--- src/smfc_defines.svh ---
// register map, field positions, reset values and divider figures
`ifndef SMFC_DEFINES_SVH
`define SMFC_DEFINES_SVH

// register byte addresses
`define SMFC_ADDR_RX_DATA      32'h50010700
`define SMFC_ADDR_TX_DATA      32'h50010704
`define SMFC_ADDR_CTRL         32'h50010708
`define SMFC_ADDR_STATUS       32'h5001070C
`define SMFC_ADDR_IRQ_STATUS   32'h50010710
`define SMFC_ADDR_IRQ_ENABLE   32'h50010714
`define SMFC_ADDR_IRQ_CLEAR    32'h50010718

// control register fields
`define SMFC_CTRL_QRST_BIT     24
`define SMFC_CTRL_LOOP_BIT     16
`define SMFC_CTRL_THR_MSB      9
`define SMFC_CTRL_THR_LSB      8
`define SMFC_CTRL_EXT_MSB      7
`define SMFC_CTRL_EXT_LSB      6
`define SMFC_CTRL_CPOL_BIT     5
`define SMFC_CTRL_CPHA_BIT     4
`define SMFC_CTRL_STD_MSB      3
`define SMFC_CTRL_STD_LSB      2
`define SMFC_CTRL_STATE_BIT    1
`define SMFC_CTRL_REQ_BIT      0

// status register fields
`define SMFC_STAT_TXLVL_MSB    17
`define SMFC_STAT_TXLVL_LSB    16
`define SMFC_STAT_RXLVL_MSB    9
`define SMFC_STAT_RXLVL_LSB    8
`define SMFC_STAT_TXFULL_BIT   6
`define SMFC_STAT_TXEMPTY_BIT  5
`define SMFC_STAT_RXFULL_BIT   4
`define SMFC_STAT_RXEMPTY_BIT  3
`define SMFC_STAT_OF_BIT       2
`define SMFC_STAT_UF_BIT       1
`define SMFC_STAT_HIT_BIT      0

// interrupt status, enable and clear fields
`define SMFC_IRQ_MSB           2
`define SMFC_IRQ_OF_BIT        2
`define SMFC_IRQ_UF_BIT        1
`define SMFC_IRQ_HIT_BIT       0

// reset values
`define SMFC_CTRL_RESET        10'h000
`define SMFC_IRQ_EN_RESET      3'h0

// queue geometry
`define SMFC_QUEUE_DEPTH       4
`define SMFC_QUEUE_DEPTH_LVL   3'h4

// serial clock divisors of the system clock
`define SMFC_DIV_0             13'h0002
`define SMFC_DIV_1             13'h0004
`define SMFC_DIV_2             13'h0010
`define SMFC_DIV_3             13'h0020
`define SMFC_DIV_4             13'h0008
`define SMFC_DIV_5             13'h0040
`define SMFC_DIV_6             13'h0080
`define SMFC_DIV_7             13'h0100
`define SMFC_DIV_8             13'h0200
`define SMFC_DIV_9             13'h0400
`define SMFC_DIV_10            13'h0800
`define SMFC_DIV_11            13'h1000

// serial clock edges per byte, last edge index
`define SMFC_LAST_EDGE         4'hF

`endif

--- src/smfc_pkg.sv ---
// types shared by the serial master design
package smfc_pkg;

   // software control fields
   typedef struct packed {
      logic       loopback_select;
      logic [1:0] transfer_irq_threshold;
      logic [1:0] divider_extended_sel;
      logic       cpol;
      logic       cpha;
      logic [1:0] divider_standard_sel;
      logic       enable_request;
   } smfc_ctrl_t;

   // sticky event flags
   typedef struct packed {
      logic tx_queue_overflow;
      logic rx_queue_underflow;
      logic transfer_count_hit;
   } smfc_flags_t;

   // shift engine states
   typedef enum logic [1:0] {
      SMFC_IDLE,
      SMFC_SHIFT,
      SMFC_DONE
   } smfc_state_t;

endpackage : smfc_pkg

--- src/smfc_spi_master.sv ---
// serial master with transmit and receive queues and register port
`timescale 1ns/1ps
`include "smfc_defines.svh"

// What this block does
// - tx data write pushes low byte
// - queue reset bit clears pointers, self-clears
// - loopback picks mosi, else miso
// - threshold code n means n+1 transfers
// - divisor from extended over standard table
// - polarity sets serial clock idle level
// - phase chooses sample and shift edges
// - enable request, separate enable state readback
// - queues usable while interface disabled
// - queued data sent once enabled
// - levels count pushes minus pops
// - full and empty flags, empties set
// - write to full tx flags overflow
// - read of empty rx flags underflow
// - hit flag after threshold transfers
// - masked status, ORed to one line
// - three enables, cleared at reset
// - clear bits drop pending, self-clear
// - rx read returns head, advances
module smfc_spi_master (
   input  wire logic        core_clk_in,   // system clock
   input  wire logic        resetn_in,     // async reset, active low
   input  wire logic [31:0] addr_in,       // register byte address
   input  wire logic [31:0] wdata_in,      // register write data
   input  wire logic        wr_in,         // write strobe
   input  wire logic        rd_in,         // read strobe
   output logic      [31:0] rdata_out,     // read data, cycle after read
   output logic             sclk_out,      // serial clock
   output logic             mosi_out,      // master data out
   input  wire logic        miso_in,       // master data in
   output logic             irq_out        // combined interrupt request
);

   ////////////////////////////////////////////////////////////////////////
   // declarations

   smfc_pkg::smfc_ctrl_t  ctrl_reg;
   smfc_pkg::smfc_flags_t flags_reg;
   smfc_pkg::smfc_flags_t flags_set;
   smfc_pkg::smfc_flags_t flags_clr;
   smfc_pkg::smfc_state_t state_reg;
   logic [2:0]  irq_en_reg;
   logic [2:0]  irq_pending;
   logic        enable_state_reg;
   logic [31:0] rdata_reg;
   logic        wr_tx;
   logic        wr_ctrl;
   logic        wr_en;
   logic        wr_clr;
   logic        rd_rx;
   logic        queue_pointer_reset;
   logic        q_push   [0:1];
   logic        q_pop    [0:1];
   logic [7:0]  q_wdata  [0:1];
   logic [7:0]  q_rdata  [0:1];
   logic [2:0]  q_level  [0:1];
   logic        q_full   [0:1];
   logic        q_empty  [0:1];
   logic        miso_meta_reg;
   logic        miso_sync_reg;
   logic        master_in;
   logic [10:0] half_m1;
   logic [10:0] half_cnt_reg;
   logic [3:0]  edge_idx_reg;
   logic        start;
   logic        edge_now;
   logic        leading;
   logic        shift_ev;
   logic        sample_ev;
   logic        sclk_reg;
   logic        mosi_reg;
   logic [7:0]  tx_sh_reg;
   logic [7:0]  rx_sh_reg;
   logic [1:0]  xfer_cnt_reg;
   logic        xfer_done;
   logic        hit_event;
   logic [12:0] divisor;

   ////////////////////////////////////////////////////////////////////////
   // register port decode

   // one strobe per written register and for rx data reads, all in the same cycle as the strobe
   assign wr_tx   = wr_in && (addr_in == `SMFC_ADDR_TX_DATA);
   assign wr_ctrl = wr_in && (addr_in == `SMFC_ADDR_CTRL);
   assign wr_en   = wr_in && (addr_in == `SMFC_ADDR_IRQ_ENABLE);
   assign wr_clr  = wr_in && (addr_in == `SMFC_ADDR_IRQ_CLEAR);
   assign rd_rx   = rd_in && (addr_in == `SMFC_ADDR_RX_DATA);

   // queue reset is a pulse, never stored, so it reads back as zero
   assign queue_pointer_reset = wr_ctrl &&
                                wdata_in[`SMFC_CTRL_QRST_BIT];

   // control fields written by software
   always_ff @(posedge core_clk_in or negedge resetn_in) begin
      if (!resetn_in) begin
         ctrl_reg <= `SMFC_CTRL_RESET;
      end else if (wr_ctrl) begin
         ctrl_reg.loopback_select        <= wdata_in[`SMFC_CTRL_LOOP_BIT];
         ctrl_reg.transfer_irq_threshold <=
            wdata_in[`SMFC_CTRL_THR_MSB:`SMFC_CTRL_THR_LSB];
         ctrl_reg.divider_extended_sel   <=
            wdata_in[`SMFC_CTRL_EXT_MSB:`SMFC_CTRL_EXT_LSB];
         ctrl_reg.cpol                   <= wdata_in[`SMFC_CTRL_CPOL_BIT];
         ctrl_reg.cpha                   <= wdata_in[`SMFC_CTRL_CPHA_BIT];
         ctrl_reg.divider_standard_sel   <=
            wdata_in[`SMFC_CTRL_STD_MSB:`SMFC_CTRL_STD_LSB];
         ctrl_reg.enable_request         <= wdata_in[`SMFC_CTRL_REQ_BIT];
      end
   end

   // interrupt enables
   always_ff @(posedge core_clk_in or negedge resetn_in) begin
      if (!resetn_in) begin
         irq_en_reg <= `SMFC_IRQ_EN_RESET;
      end else if (wr_en) begin
         irq_en_reg <= wdata_in[`SMFC_IRQ_MSB:0];
      end
   end

   ////////////////////////////////////////////////////////////////////////
   // queues: entry 0 transmit, entry 1 receive

   // transmit queue fed by software, drained by the shift engine
   assign q_push[0]  = wr_tx && !q_full[0];
   assign q_wdata[0] = wdata_in[7:0];
   assign q_pop[0]   = start;
   // receive queue fed by the shift engine, drained by software
   assign q_push[1]  = xfer_done && !q_full[1];
   assign q_wdata[1] = rx_sh_reg;
   assign q_pop[1]   = rd_rx && !q_empty[1];

   for (genvar q = 0; q < 2; q++) begin : g_queue
      logic [7:0] mem [0:`SMFC_QUEUE_DEPTH-1];
      logic [1:0] wp_reg;
      logic [1:0] rp_reg;
      logic [2:0] lvl_reg;

      // pointers and level, independent of the enable
      always_ff @(posedge core_clk_in or negedge resetn_in) begin
         if (!resetn_in) begin
            wp_reg  <= 2'h0;
            rp_reg  <= 2'h0;
            lvl_reg <= 3'h0;
         end else if (queue_pointer_reset) begin
            wp_reg  <= 2'h0;
            rp_reg  <= 2'h0;
            lvl_reg <= 3'h0;
         end else begin
            if (q_push[q]) begin
               wp_reg <= wp_reg + 2'h1;
            end
            if (q_pop[q]) begin
               rp_reg <= rp_reg + 2'h1;
            end
            case ({q_push[q], q_pop[q]})
               2'b10:   lvl_reg <= lvl_reg + 3'h1;
               2'b01:   lvl_reg <= lvl_reg - 3'h1;
               default: lvl_reg <= lvl_reg;
            endcase
         end
      end

      // storage, data only
      always_ff @(posedge core_clk_in) begin
         if (q_push[q]) begin
            mem[wp_reg] <= q_wdata[q];
         end
      end

      assign q_rdata[q] = mem[rp_reg];
      assign q_level[q] = lvl_reg;
      assign q_full[q]  = (lvl_reg == `SMFC_QUEUE_DEPTH_LVL);
      assign q_empty[q] = (lvl_reg == 3'h0);
   end

   ////////////////////////////////////////////////////////////////////////
   // serial input synchroniser and loopback

   // two stages before any logic sees the pin
   always_ff @(posedge core_clk_in or negedge resetn_in) begin
      if (!resetn_in) begin
         miso_meta_reg <= 1'b0;
         miso_sync_reg <= 1'b0;
      end else begin
         miso_meta_reg <= miso_in;
         miso_sync_reg <= miso_meta_reg;
      end
   end

   assign master_in = ctrl_reg.loopback_select ? mosi_reg
                                               : miso_sync_reg;

   ////////////////////////////////////////////////////////////////////////
   // serial clock divider

   // divisor lookup, reserved extended code falls back to the slowest
   always_comb begin
      case ({ctrl_reg.divider_extended_sel,
             ctrl_reg.divider_standard_sel})
         4'h0:    divisor = `SMFC_DIV_0;
         4'h1:    divisor = `SMFC_DIV_1;
         4'h2:    divisor = `SMFC_DIV_2;
         4'h3:    divisor = `SMFC_DIV_3;
         4'h4:    divisor = `SMFC_DIV_4;
         4'h5:    divisor = `SMFC_DIV_5;
         4'h6:    divisor = `SMFC_DIV_6;
         4'h7:    divisor = `SMFC_DIV_7;
         4'h8:    divisor = `SMFC_DIV_8;
         4'h9:    divisor = `SMFC_DIV_9;
         4'hA:    divisor = `SMFC_DIV_10;
         default: divisor = `SMFC_DIV_11;
      endcase
   end

   // half period in system clocks, minus one
   assign half_m1 = divisor[11:1] - 11'h001;

   ////////////////////////////////////////////////////////////////////////
   // shift engine

   // start needs room in the receive queue so no captured byte is lost
   assign start     = (state_reg == smfc_pkg::SMFC_IDLE) &&
                      enable_state_reg && !q_empty[0] &&
                      !q_full[1];
   assign edge_now  = (state_reg == smfc_pkg::SMFC_SHIFT) &&
                      (half_cnt_reg == half_m1);
   assign leading   = !edge_idx_reg[0];
   assign shift_ev  = edge_now && (ctrl_reg.cpha ? leading
                      : (!leading &&
                         edge_idx_reg != `SMFC_LAST_EDGE));
   assign sample_ev = edge_now && (ctrl_reg.cpha ? !leading
                                                 : leading);
   assign xfer_done = (state_reg == smfc_pkg::SMFC_DONE);

   // sequencing: sixteen serial clock edges per byte
   always_ff @(posedge core_clk_in or negedge resetn_in) begin
      if (!resetn_in) begin
         state_reg    <= smfc_pkg::SMFC_IDLE;
         half_cnt_reg <= 11'h000;
         edge_idx_reg <= 4'h0;
      end else begin
         case (state_reg)
            smfc_pkg::SMFC_IDLE: begin
               half_cnt_reg <= 11'h000;
               edge_idx_reg <= 4'h0;
               if (start) begin
                  state_reg <= smfc_pkg::SMFC_SHIFT;
               end
            end
            smfc_pkg::SMFC_SHIFT: begin
               if (edge_now) begin
                  half_cnt_reg <= 11'h000;
                  edge_idx_reg <= edge_idx_reg + 4'h1;
                  if (edge_idx_reg == `SMFC_LAST_EDGE) begin
                     state_reg <= smfc_pkg::SMFC_DONE;
                  end
               end else begin
                  half_cnt_reg <= half_cnt_reg + 11'h001;
               end
            end
            smfc_pkg::SMFC_DONE: begin
               state_reg <= smfc_pkg::SMFC_IDLE;
            end
            default: begin
               state_reg <= smfc_pkg::SMFC_IDLE;
            end
         endcase
      end
   end

   // serial clock rests at the polarity level outside a byte
   always_ff @(posedge core_clk_in or negedge resetn_in) begin
      if (!resetn_in) begin
         sclk_reg <= 1'b0;
      end else if (state_reg != smfc_pkg::SMFC_SHIFT) begin
         sclk_reg <= ctrl_reg.cpol;
      end else if (edge_now) begin
         sclk_reg <= ~sclk_reg;
      end
   end

   // transmit shifter, most significant bit first
   always_ff @(posedge core_clk_in or negedge resetn_in) begin
      if (!resetn_in) begin
         tx_sh_reg <= 8'h00;
         mosi_reg  <= 1'b0;
      end else if (start) begin
         if (ctrl_reg.cpha) begin
            tx_sh_reg <= q_rdata[0];
         end else begin
            mosi_reg  <= q_rdata[0][7];
            tx_sh_reg <= {q_rdata[0][6:0], 1'b0};
         end
      end else if (shift_ev) begin
         mosi_reg  <= tx_sh_reg[7];
         tx_sh_reg <= {tx_sh_reg[6:0], 1'b0};
      end
   end

   // receive shifter
   always_ff @(posedge core_clk_in or negedge resetn_in) begin
      if (!resetn_in) begin
         rx_sh_reg <= 8'h00;
      end else if (sample_ev) begin
         rx_sh_reg <= {rx_sh_reg[6:0], master_in};
      end
   end

   // enable state drops only once the current byte has finished
   always_ff @(posedge core_clk_in or negedge resetn_in) begin
      if (!resetn_in) begin
         enable_state_reg <= 1'b0;
      end else if (ctrl_reg.enable_request) begin
         enable_state_reg <= 1'b1;
      end else if (state_reg == smfc_pkg::SMFC_IDLE) begin
         enable_state_reg <= 1'b0;
      end
   end

   ////////////////////////////////////////////////////////////////////////
   // transfer counting and event flags

   assign hit_event = xfer_done &&
      (xfer_cnt_reg == ctrl_reg.transfer_irq_threshold);

   // counts completed bytes, wraps at the threshold
   always_ff @(posedge core_clk_in or negedge resetn_in) begin
      if (!resetn_in) begin
         xfer_cnt_reg <= 2'h0;
      end else if (hit_event) begin
         xfer_cnt_reg <= 2'h0;
      end else if (xfer_done) begin
         xfer_cnt_reg <= xfer_cnt_reg + 2'h1;
      end
   end

   // event sources and software clears
   assign flags_set.tx_queue_overflow  = wr_tx && q_full[0];
   assign flags_set.rx_queue_underflow = rd_rx && q_empty[1];
   assign flags_set.transfer_count_hit = hit_event;
   assign flags_clr = wr_clr ? wdata_in[`SMFC_IRQ_MSB:0] : 3'h0;

   // sticky flags, a new event wins over a clear in the same cycle
   always_ff @(posedge core_clk_in or negedge resetn_in) begin
      if (!resetn_in) begin
         flags_reg <= 3'h0;
      end else begin
         flags_reg <= (flags_reg & ~flags_clr) | flags_set;
      end
   end

   assign irq_pending = flags_reg & irq_en_reg;
   assign irq_out     = |irq_pending;

   ////////////////////////////////////////////////////////////////////////
   // read data

   // read data stands only in the cycle after the read strobe
   always_ff @(posedge core_clk_in or negedge resetn_in) begin
      if (!resetn_in) begin
         rdata_reg <= 32'h00000000;
      end else if (!rd_in) begin
         rdata_reg <= 32'h00000000;
      end else begin
         rdata_reg <= 32'h00000000;
         case (addr_in)
            `SMFC_ADDR_RX_DATA: begin
               if (!q_empty[1]) begin
                  rdata_reg[7:0] <= q_rdata[1];
               end
            end
            `SMFC_ADDR_CTRL: begin
               rdata_reg[`SMFC_CTRL_LOOP_BIT] <= ctrl_reg.loopback_select;
               rdata_reg[`SMFC_CTRL_THR_MSB:`SMFC_CTRL_THR_LSB] <=
                  ctrl_reg.transfer_irq_threshold;
               rdata_reg[`SMFC_CTRL_EXT_MSB:`SMFC_CTRL_EXT_LSB] <=
                  ctrl_reg.divider_extended_sel;
               rdata_reg[`SMFC_CTRL_CPOL_BIT] <= ctrl_reg.cpol;
               rdata_reg[`SMFC_CTRL_CPHA_BIT] <= ctrl_reg.cpha;
               rdata_reg[`SMFC_CTRL_STD_MSB:`SMFC_CTRL_STD_LSB] <=
                  ctrl_reg.divider_standard_sel;
               rdata_reg[`SMFC_CTRL_STATE_BIT] <= enable_state_reg;
               rdata_reg[`SMFC_CTRL_REQ_BIT]   <= ctrl_reg.enable_request;
            end
            `SMFC_ADDR_STATUS: begin
               rdata_reg[`SMFC_STAT_TXLVL_MSB:`SMFC_STAT_TXLVL_LSB] <=
                  q_level[0][1:0];
               rdata_reg[`SMFC_STAT_RXLVL_MSB:`SMFC_STAT_RXLVL_LSB] <=
                  q_level[1][1:0];
               rdata_reg[`SMFC_STAT_TXFULL_BIT]  <= q_full[0];
               rdata_reg[`SMFC_STAT_TXEMPTY_BIT] <= q_empty[0];
               rdata_reg[`SMFC_STAT_RXFULL_BIT]  <= q_full[1];
               rdata_reg[`SMFC_STAT_RXEMPTY_BIT] <= q_empty[1];
               rdata_reg[`SMFC_STAT_OF_BIT]  <=
                  flags_reg.tx_queue_overflow;
               rdata_reg[`SMFC_STAT_UF_BIT]  <=
                  flags_reg.rx_queue_underflow;
               rdata_reg[`SMFC_STAT_HIT_BIT] <=
                  flags_reg.transfer_count_hit;
            end
            `SMFC_ADDR_IRQ_STATUS: begin
               rdata_reg[`SMFC_IRQ_MSB:0] <= irq_pending;
            end
            `SMFC_ADDR_IRQ_ENABLE: begin
               rdata_reg[`SMFC_IRQ_MSB:0] <= irq_en_reg;
            end
            default: begin
               rdata_reg <= 32'h00000000;
            end
         endcase
      end
   end

   assign rdata_out = rdata_reg;
   assign sclk_out  = sclk_reg;
   assign mosi_out  = mosi_reg;

endmodule : smfc_spi_master

--- config.mk ---
export PLATFORM = sky130hd
export DESIGN_NAME = smfc_spi_master
export DESIGN_NICKNAME = d
export VERILOG_FILES = /design/src/smfc_pkg.sv /design/src/smfc_spi_master.sv
export VERILOG_INCLUDE_DIRS = /design/src
export SDC_FILE = /design/constraint.sdc
export NUM_CORES = 1
export LEC_CHECK = 0
export ABC_AREA = 1
export BUFFER_PORTS_ARGS = -buffer_cell sky130_fd_sc_hd__buf_2
export CAP_MARGIN = 0
export CELL_PAD_IN_SITES_DETAIL_PLACEMENT = 2
export CELL_PAD_IN_SITES_GLOBAL_PLACEMENT = 2
export CORE_MARGIN = 2
export CORE_UTILIZATION = 38
export DETAILED_ROUTE_END_ITERATION = 10
export PLACE_DENSITY_LB_ADDON = 0.1
export SETUP_SLACK_MARGIN = 0.1
export SYNTH_ARGS = -nofsm -noshare
export SYNTH_HDL_FRONTEND = slang
export SYNTH_SLANG_ARGS = --single-unit
export TNS_END_PERCENT = 20
--- constraint.sdc ---
create_clock -name core_clk_in -period 5.5 [get_ports core_clk_in]
set_input_delay 0.275 -clock core_clk_in [delete_from_list [all_inputs] [get_ports core_clk_in]]
set_output_delay 0.275 -clock core_clk_in [all_outputs]
set_load 0.005 [all_outputs]
Yosys cells after proc, flatten, opt, wreduce, memory -nomap -nowiden
Memories as Yosys holds them, arrays and structs flattened.
Cells that the tools add are included.
{ "totals": {"reg_bits": 102, "ramBits": 64, "romBits": 192, "in_bits": 69, "output_inout_bits": 35, "elab_cells": 163, "memories": 3} }
{ "classes": {"n_addsub": 12, "eq_ne": 24, "mux": 48, "n_bitwise": 5, "reduce_logical": 42} }
{ "mem_list": {"columns": ["memory", "depth", "width", "read_ports", "rd_clocked_by_memory_dff", "wr", "line", "source"], "rows": [
  ["(name not given)", 16, 12, 1, 0, 0, "smfc_spi_master.sv:203", "case ({ctrl_reg.divider_extended_sel,"],
  ["g_queue[0].mem", 4, 8, 1, 0, 1, "smfc_spi_master.sv:138", "logic [7:0] mem [0:`SMFC_QUEUE_DEPTH-1];"],
  ["g_queue[1].mem", 4, 8, 1, 0, 1, "smfc_spi_master.sv:138", null]
]} }
{ "ops": {"columns": ["op", "count"], "rows": [
  ["32-bit by 31-bit equality test with 1-bit output (second input constant)", 7],
  ["8-bit two-way mux", 4],
  ["2-bit two-way mux", 13],
  ["11-bit one-hot mux with 2 select lines", 1],
  ["1-bit logical AND", 19],
  ["18-bit two-way mux", 1],
  ["2-bit nonzero test", 9],
  ["1-bit two-way mux", 15],
  ["3-bit one-hot mux with 5 select lines", 1],
  ["3-bit one-hot mux with 2 select lines", 2],
  ["4-bit one-hot mux with 3 select lines", 1],
  ["11-bit by 1-bit adder with 11-bit output (second input constant)", 1],
  ["11-bit equality test", 1],
  ["11-bit two-way mux", 1],
  ["11-bit by 1-bit subtractor with 11-bit output (second input constant)", 1],
  ["2-bit by 1-bit adder with 2-bit output (second input constant)", 5],
  ["3-bit two-way mux", 3],
  ["2-bit one-hot mux with 2 select lines", 2],
  ["4-bit one-hot mux with 2 select lines", 1],
  ["3-bit by 1-bit adder with 3-bit output (second input constant)", 2],
  ["3-bit AND", 2],
  ["2-bit by 1-bit equality test with 1-bit output (second input constant)", 3],
  ["2-bit equality test (second input constant)", 3],
  ["3-bit equality test (second input constant)", 2],
  ["other kinds (19)", 31]
]} }

Logic depth before layout (Yosys ltp)
{ "logic_depth": {"word_depth": 7, "ltp_mapped": 18} }

Least setup slack after synthesis
No wires, ideal clock.
{ "synth_timing": {"path_kind": "register -> register", "from": "register ctrl_reg[2] in the netlist's numbering", "to": "register state_reg[0]", "setup_time_ps": 143, "arrival_time_ps": 2045, "path_slack_ps": 3312, "path_stages_with_launch": 18, "n_path_buf": 2, "synth_period_minus_slack_ps": 2188, "path_cell_list": "dfrtp_1 > buf_4 > nor2_4 > nand2_2 > ha_1 > nor2_1 > inv_1 > nand2_1 > nand2_1 > nand2_1 > nand4_1 > nor2_1 > nand2_1 > nor2_4 > nand2_4 > nand2_1 > buf_6 > o211ai_1"} }
{ "synth_between": {"elab_chain_cells": 6} }
{ "synth_lines": {"columns": ["element", "line", "source"], "rows": [
  ["start, declared", "smfc_spi_master.sv:42", "smfc_pkg::smfc_ctrl_t ctrl_reg;"],
  ["start signal, assigned", "smfc_spi_master.sv:101", "ctrl_reg <= `SMFC_CTRL_RESET;"],
  ["memory read 16 x 12 bit", null, null],
  ["11-bit by 1-bit subtractor with 11-bit output", "smfc_spi_master.sv:221", "assign half_m1 = divisor[11:1] - 11'h001;"],
  ["11-bit equality test", "smfc_spi_master.sv:231", "(half_cnt_reg == half_m1);"],
  ["1-bit logical AND", "smfc_spi_master.sv:230", "assign edge_now = (state_reg == smfc_pkg::SMFC_SHIFT) &&"],
  ["2-bit inequality test (no line)", null, null],
  ["3-bit AND reduction (no line)", null, null],
  ["end signal, assigned", "smfc_spi_master.sv:243", "state_reg <= smfc_pkg::SMFC_IDLE;"],
  ["end signal, assigned", "smfc_spi_master.sv:252", "state_reg <= smfc_pkg::SMFC_SHIFT;"],
  ["end signal, assigned", "smfc_spi_master.sv:260", "state_reg <= smfc_pkg::SMFC_DONE;"],
  ["end, declared", "smfc_spi_master.sv:46", "smfc_pkg::smfc_state_t state_reg;"]
]} }
Every way passes these cells.
A chain may end at the register's enable or synchronous reset.

Worst setup path after layout
{ "layout_timing": {"from": "register ctrl_reg[6] in the netlist's numbering", "to": "register rx_sh_reg[2]"} }
{ "layout_between": {"elab_chain_cells": 5} }
{ "layout_lines": {"columns": ["element", "line", "source"], "rows": [
  ["memory read 16 x 12 bit", null, null],
  ["11-bit by 1-bit subtractor with 11-bit output", "smfc_spi_master.sv:221", null],
  ["11-bit equality test", "smfc_spi_master.sv:231", null],
  ["1-bit logical AND", "smfc_spi_master.sv:230", null],
  ["1-bit logical AND", "smfc_spi_master.sv:236", "assign sample_ev = edge_now && (ctrl_reg.cpha ? !leading"],
  ["end signal, assigned", "smfc_spi_master.sv:310", "rx_sh_reg <= {rx_sh_reg[6:0], master_in};"],
  ["end, declared", "smfc_spi_master.sv:78", "logic [7:0] rx_sh_reg;"]
]} }
Every way passes these cells.

==> metrics.txt <==
status=finished, final reports clean; XOR/XNOR Fraction of Synth Area=2.089%; largest area contributor in the netlist=dfrtp_1; Lkg Pwr=3.892 nW; placed insts=between 1000 and 1500; RSZ-0062 raised after global routing=no; CORE AREA=19460 sq um; endpoints failing hold=0; via count=6215; Post-Synth Adder-Cell Area=2.354%; CP Class=reg2reg; post-synth cell types=40; initial antenna violation count=0; worst rel slew slack=a little under two fifths; critical path depth=17; Simple-Gate Fraction of Synth Area=24.68%; cell chain of the critical path=nor2_2 > nand2_2 > ha_1 > nor2_1 > inv_1 > nand2_1 > nand2_1 > nand2_1 > nand4_1 > nor2_1 > nand2_1 > nor2_4 > nand2_4 > nor2_8 > nand2_2 > nand2_1 > nand2_1; CP Launch Type=register; Fin Hold WS=0.07568 ns; EDFF count, synth=64; Final GP Congestion=0.8422; max reg flops=64; n_diodes=0; Sequential Area=3974 sq um; total congestion overflow=0; DRC=0; antenna viol nets, final=0; Sequential Power Share=47.2%; slowest stage delay, CP=0.63 ns; Hold/Removal Path Class=in2reg; die height=144.9 microns; Synth Flop Type=dfrtp_1; Initial Utilization=38.78%; clock power share=50.5%; CP endpoint kind=register; Power Dens Cells=277.2 nW/um^2; clk_lat worst skew=0.43 ns; Most Frequent Cell on Critical Path=nand2_1; CTS Root Cell=clkbuf_16; main combinational cell family by area after synthesis=simple AND/OR/NAND/NOR gates; Reg2Reg Setup Slack=2.37 ns; #FFs+latches synth=around 150; CTS tree=done; hold path depth=2; Worst EP arrival=3.45 ns; GRT Overall Usage=23.20%; multi-input logic area=3040 sq um; worst r2r path cells=17; die area=~21000 sq um; total clock sinks=between 100 and 150; fmax=319.1 MHz; Rows=51; clk slew on worst S/H paths=0.06 ns; vias in the first global route=6926; Max Cap Violations=0; Worst Tran Pin Value=0.9418 ns; routed wire length=around 24 mm; first-pass GRT wire length=approximately 38 mm; share of cells above drive strength 1=between 10% and 20%; YS warnings=0; drt first pass iters=6; Critical Path RT=5.82 ns; Area Overhead vs Synth=14.97%; crit-path max FO=13; clock buffer depth=2; H-tree Lvls=4; Setup Skew=between 0.01 and 0.015 ns; Seq/Total Area, Yosys=52.64%; P_int=0.001861 W; Buf/Inv on CP=1; Port Buffers=63; hpwl dp=approximately 17 mm; die width=between 100 and 150 microns; Comb pwr share=2.3%; final setup fails=0; sw power=0.0005439 W; Net Sw Frac=about 23%; Max VDD drop=0.2212 mV; largest net degree at the start of global routing=54; final core utilization=44.59%; DR WL/cell=about 20 microns; non-filler cells, final=around 1200; synthesized area per cell=8.860 sq um; Layout Nets=1001; Num CTS Buffers=17; I/O Pins=~100; fin crit share=56.98%; vias per cell=5.192; asr flop ratio synth=between 50% and 60%; Slowest-stage cell, CP=dfrtp_1; cell family with most CP delay=simple AND/OR/NAND/NOR gates; post-cts repair resize count=0; post-route setup TNS=0 ns; Mapped Area=7548 sq um; DRT iter0 DRCs=394; Pins Over Slew Limit=0; FILL cells=2157; top area cells in the synthesized netlist=dfrtp_1, edfxtp_1, nand2_1; final worst path period need=3.134 ns; Synth Area in Compound Gates=8.818%; post-synthesis mux area share=1.343%; area share of the largest cell type after synthesis=between 20 and 30%; cells after synthesis=852
[power by group through the flow]
stage / registers (W) / logic [W] / clock network [W]
after floorplan: 0.00116 / 0.0000226 / 0
after global placement: 0.00116 / 0.0000517 / 0
after detailed placement: 0.00116 / 0.0000547 / 0
after CTS: 0.00114 / 0.0000564 / 0.00123
after global routing: 0.00114 / 0.0000628 / 0.00128
final: 0.00114 / 0.0000557 / 0.00121
[metrics by stage]
step / total power (W) / worst slack (ns) / instance area, sq um
after floorplan: 0.001181 / 3.312 / 7620
after global placement: 0.001209 / 2.595 / 8043
after detailed placement: 0.001213 / 2.433 / 8043
after CTS: 0.002419 / 2.393 / 8678
after global routing: 0.002476 / 2.066 / 8678
final: 0.002405 / 2.366 / 8678
[cells by family after synthesis]
family | Yosys count
xor gates and xnor gates | 18
other | 1
AOI/OAI and AO/OA | 116
muxes | 9
buffers and inverters | 135
and+or+nand+nor | 414
adders and majority gates | 13
DFF | 146
[final timing paths]
path,startpoint,end
setup / recovery,ctrl_reg[6],rx_sh_reg[2]
hold / removal,wdata_in[16],ctrl_reg[9]
setup reg to reg,ctrl_reg[6],rx_sh_reg[2]
hold reg to reg,miso_meta_reg,miso_sync_reg
max in group asynchronous,resetn_in,edge_idx_reg[1]
min in group asynchronous,resetn_in,g_queue[1].lvl_reg[0]
[layout make-up]
class,instances,share of cell area [%]
tap,265,3.821
multi-input combinational,590,35.03
clock buffer,18,5.190
inverter,97,4.196
sequential,146,45.79
clock inverter,14,1.903
timing repair buffer,67,4.066
[worst reg2reg max path, delay by kind of cell, from the launching register on]
family                     cells  cell delay (ns)
and+or+nand+nor               15             2.05
buffers and inverters          1             0.06
DFF                            1             0.63
adders and majority gates      1             0.30
[repair_timing]
item	4_1_cts	5_1_grt
hold endpoints to repair	30	0
buffers inserted	0	0
hold buffers	2	0
[Yosys cell counts (2+ instances only)]
cell,n
nand4_1,27
nor2_1,100
ha_1,11
nor4_1,4
buf_6,2
edfxtp_1,64
inv_1,87
nor3_1,11
xor2_1,13
xnor2_1,5
clkinv_1,4
a21oi_1,36
nor2_2,4
nand3_2,3
a32o_1,7
o22ai_1,16
nand2_2,7
mux2_2,9
o21ai_0,47
nor2_4,6
or2_2,3
nand3_1,57
fa_1,2
clkbuf_1,13
a22o_1,6
dfrtp_1,82
buf_4,22
nand2_1,187
inv_2,6
[routing by layer]
metal / track usage, % / up-vias / share of wire [%]
li1: - / 2938 / -
met1: 28.03 / 3189 / 43
met2: 43.40 / 77 / 54
met3: 3.868 / 11 / 2.0
met4: 4.703 / 0 / 0.73
met5: 0 / - / 0
[cells in the final DEF, fill, tap and decap left out, types with 3 or more instances in the layout]
cell and n:
a32o_1 7, nand3_1 57, inv_2 6, edfxtp_1 64, nor3_1 11, inv_6 4, clkbuf_16 18, nand4_1 27
nor4_1 4, xnor2_1 5, buf_4 3, buf_2 62, inv_1 87, nor2_1 100, ha_1 11, clkinv_4 4
nand2_2 7, clkinv_1 4, xor2_1 13, nor2_2 4, mux2_2 9, conb_1 20, o21ai_0 47, nand2_1 187
or2_2 3, a22o_1 6, nor2_4 6, dfrtp_1 82, nand3_2 3, o22ai_1 16, a21oi_1 36
Note: power is estimated with default switching activity, not from simulation.
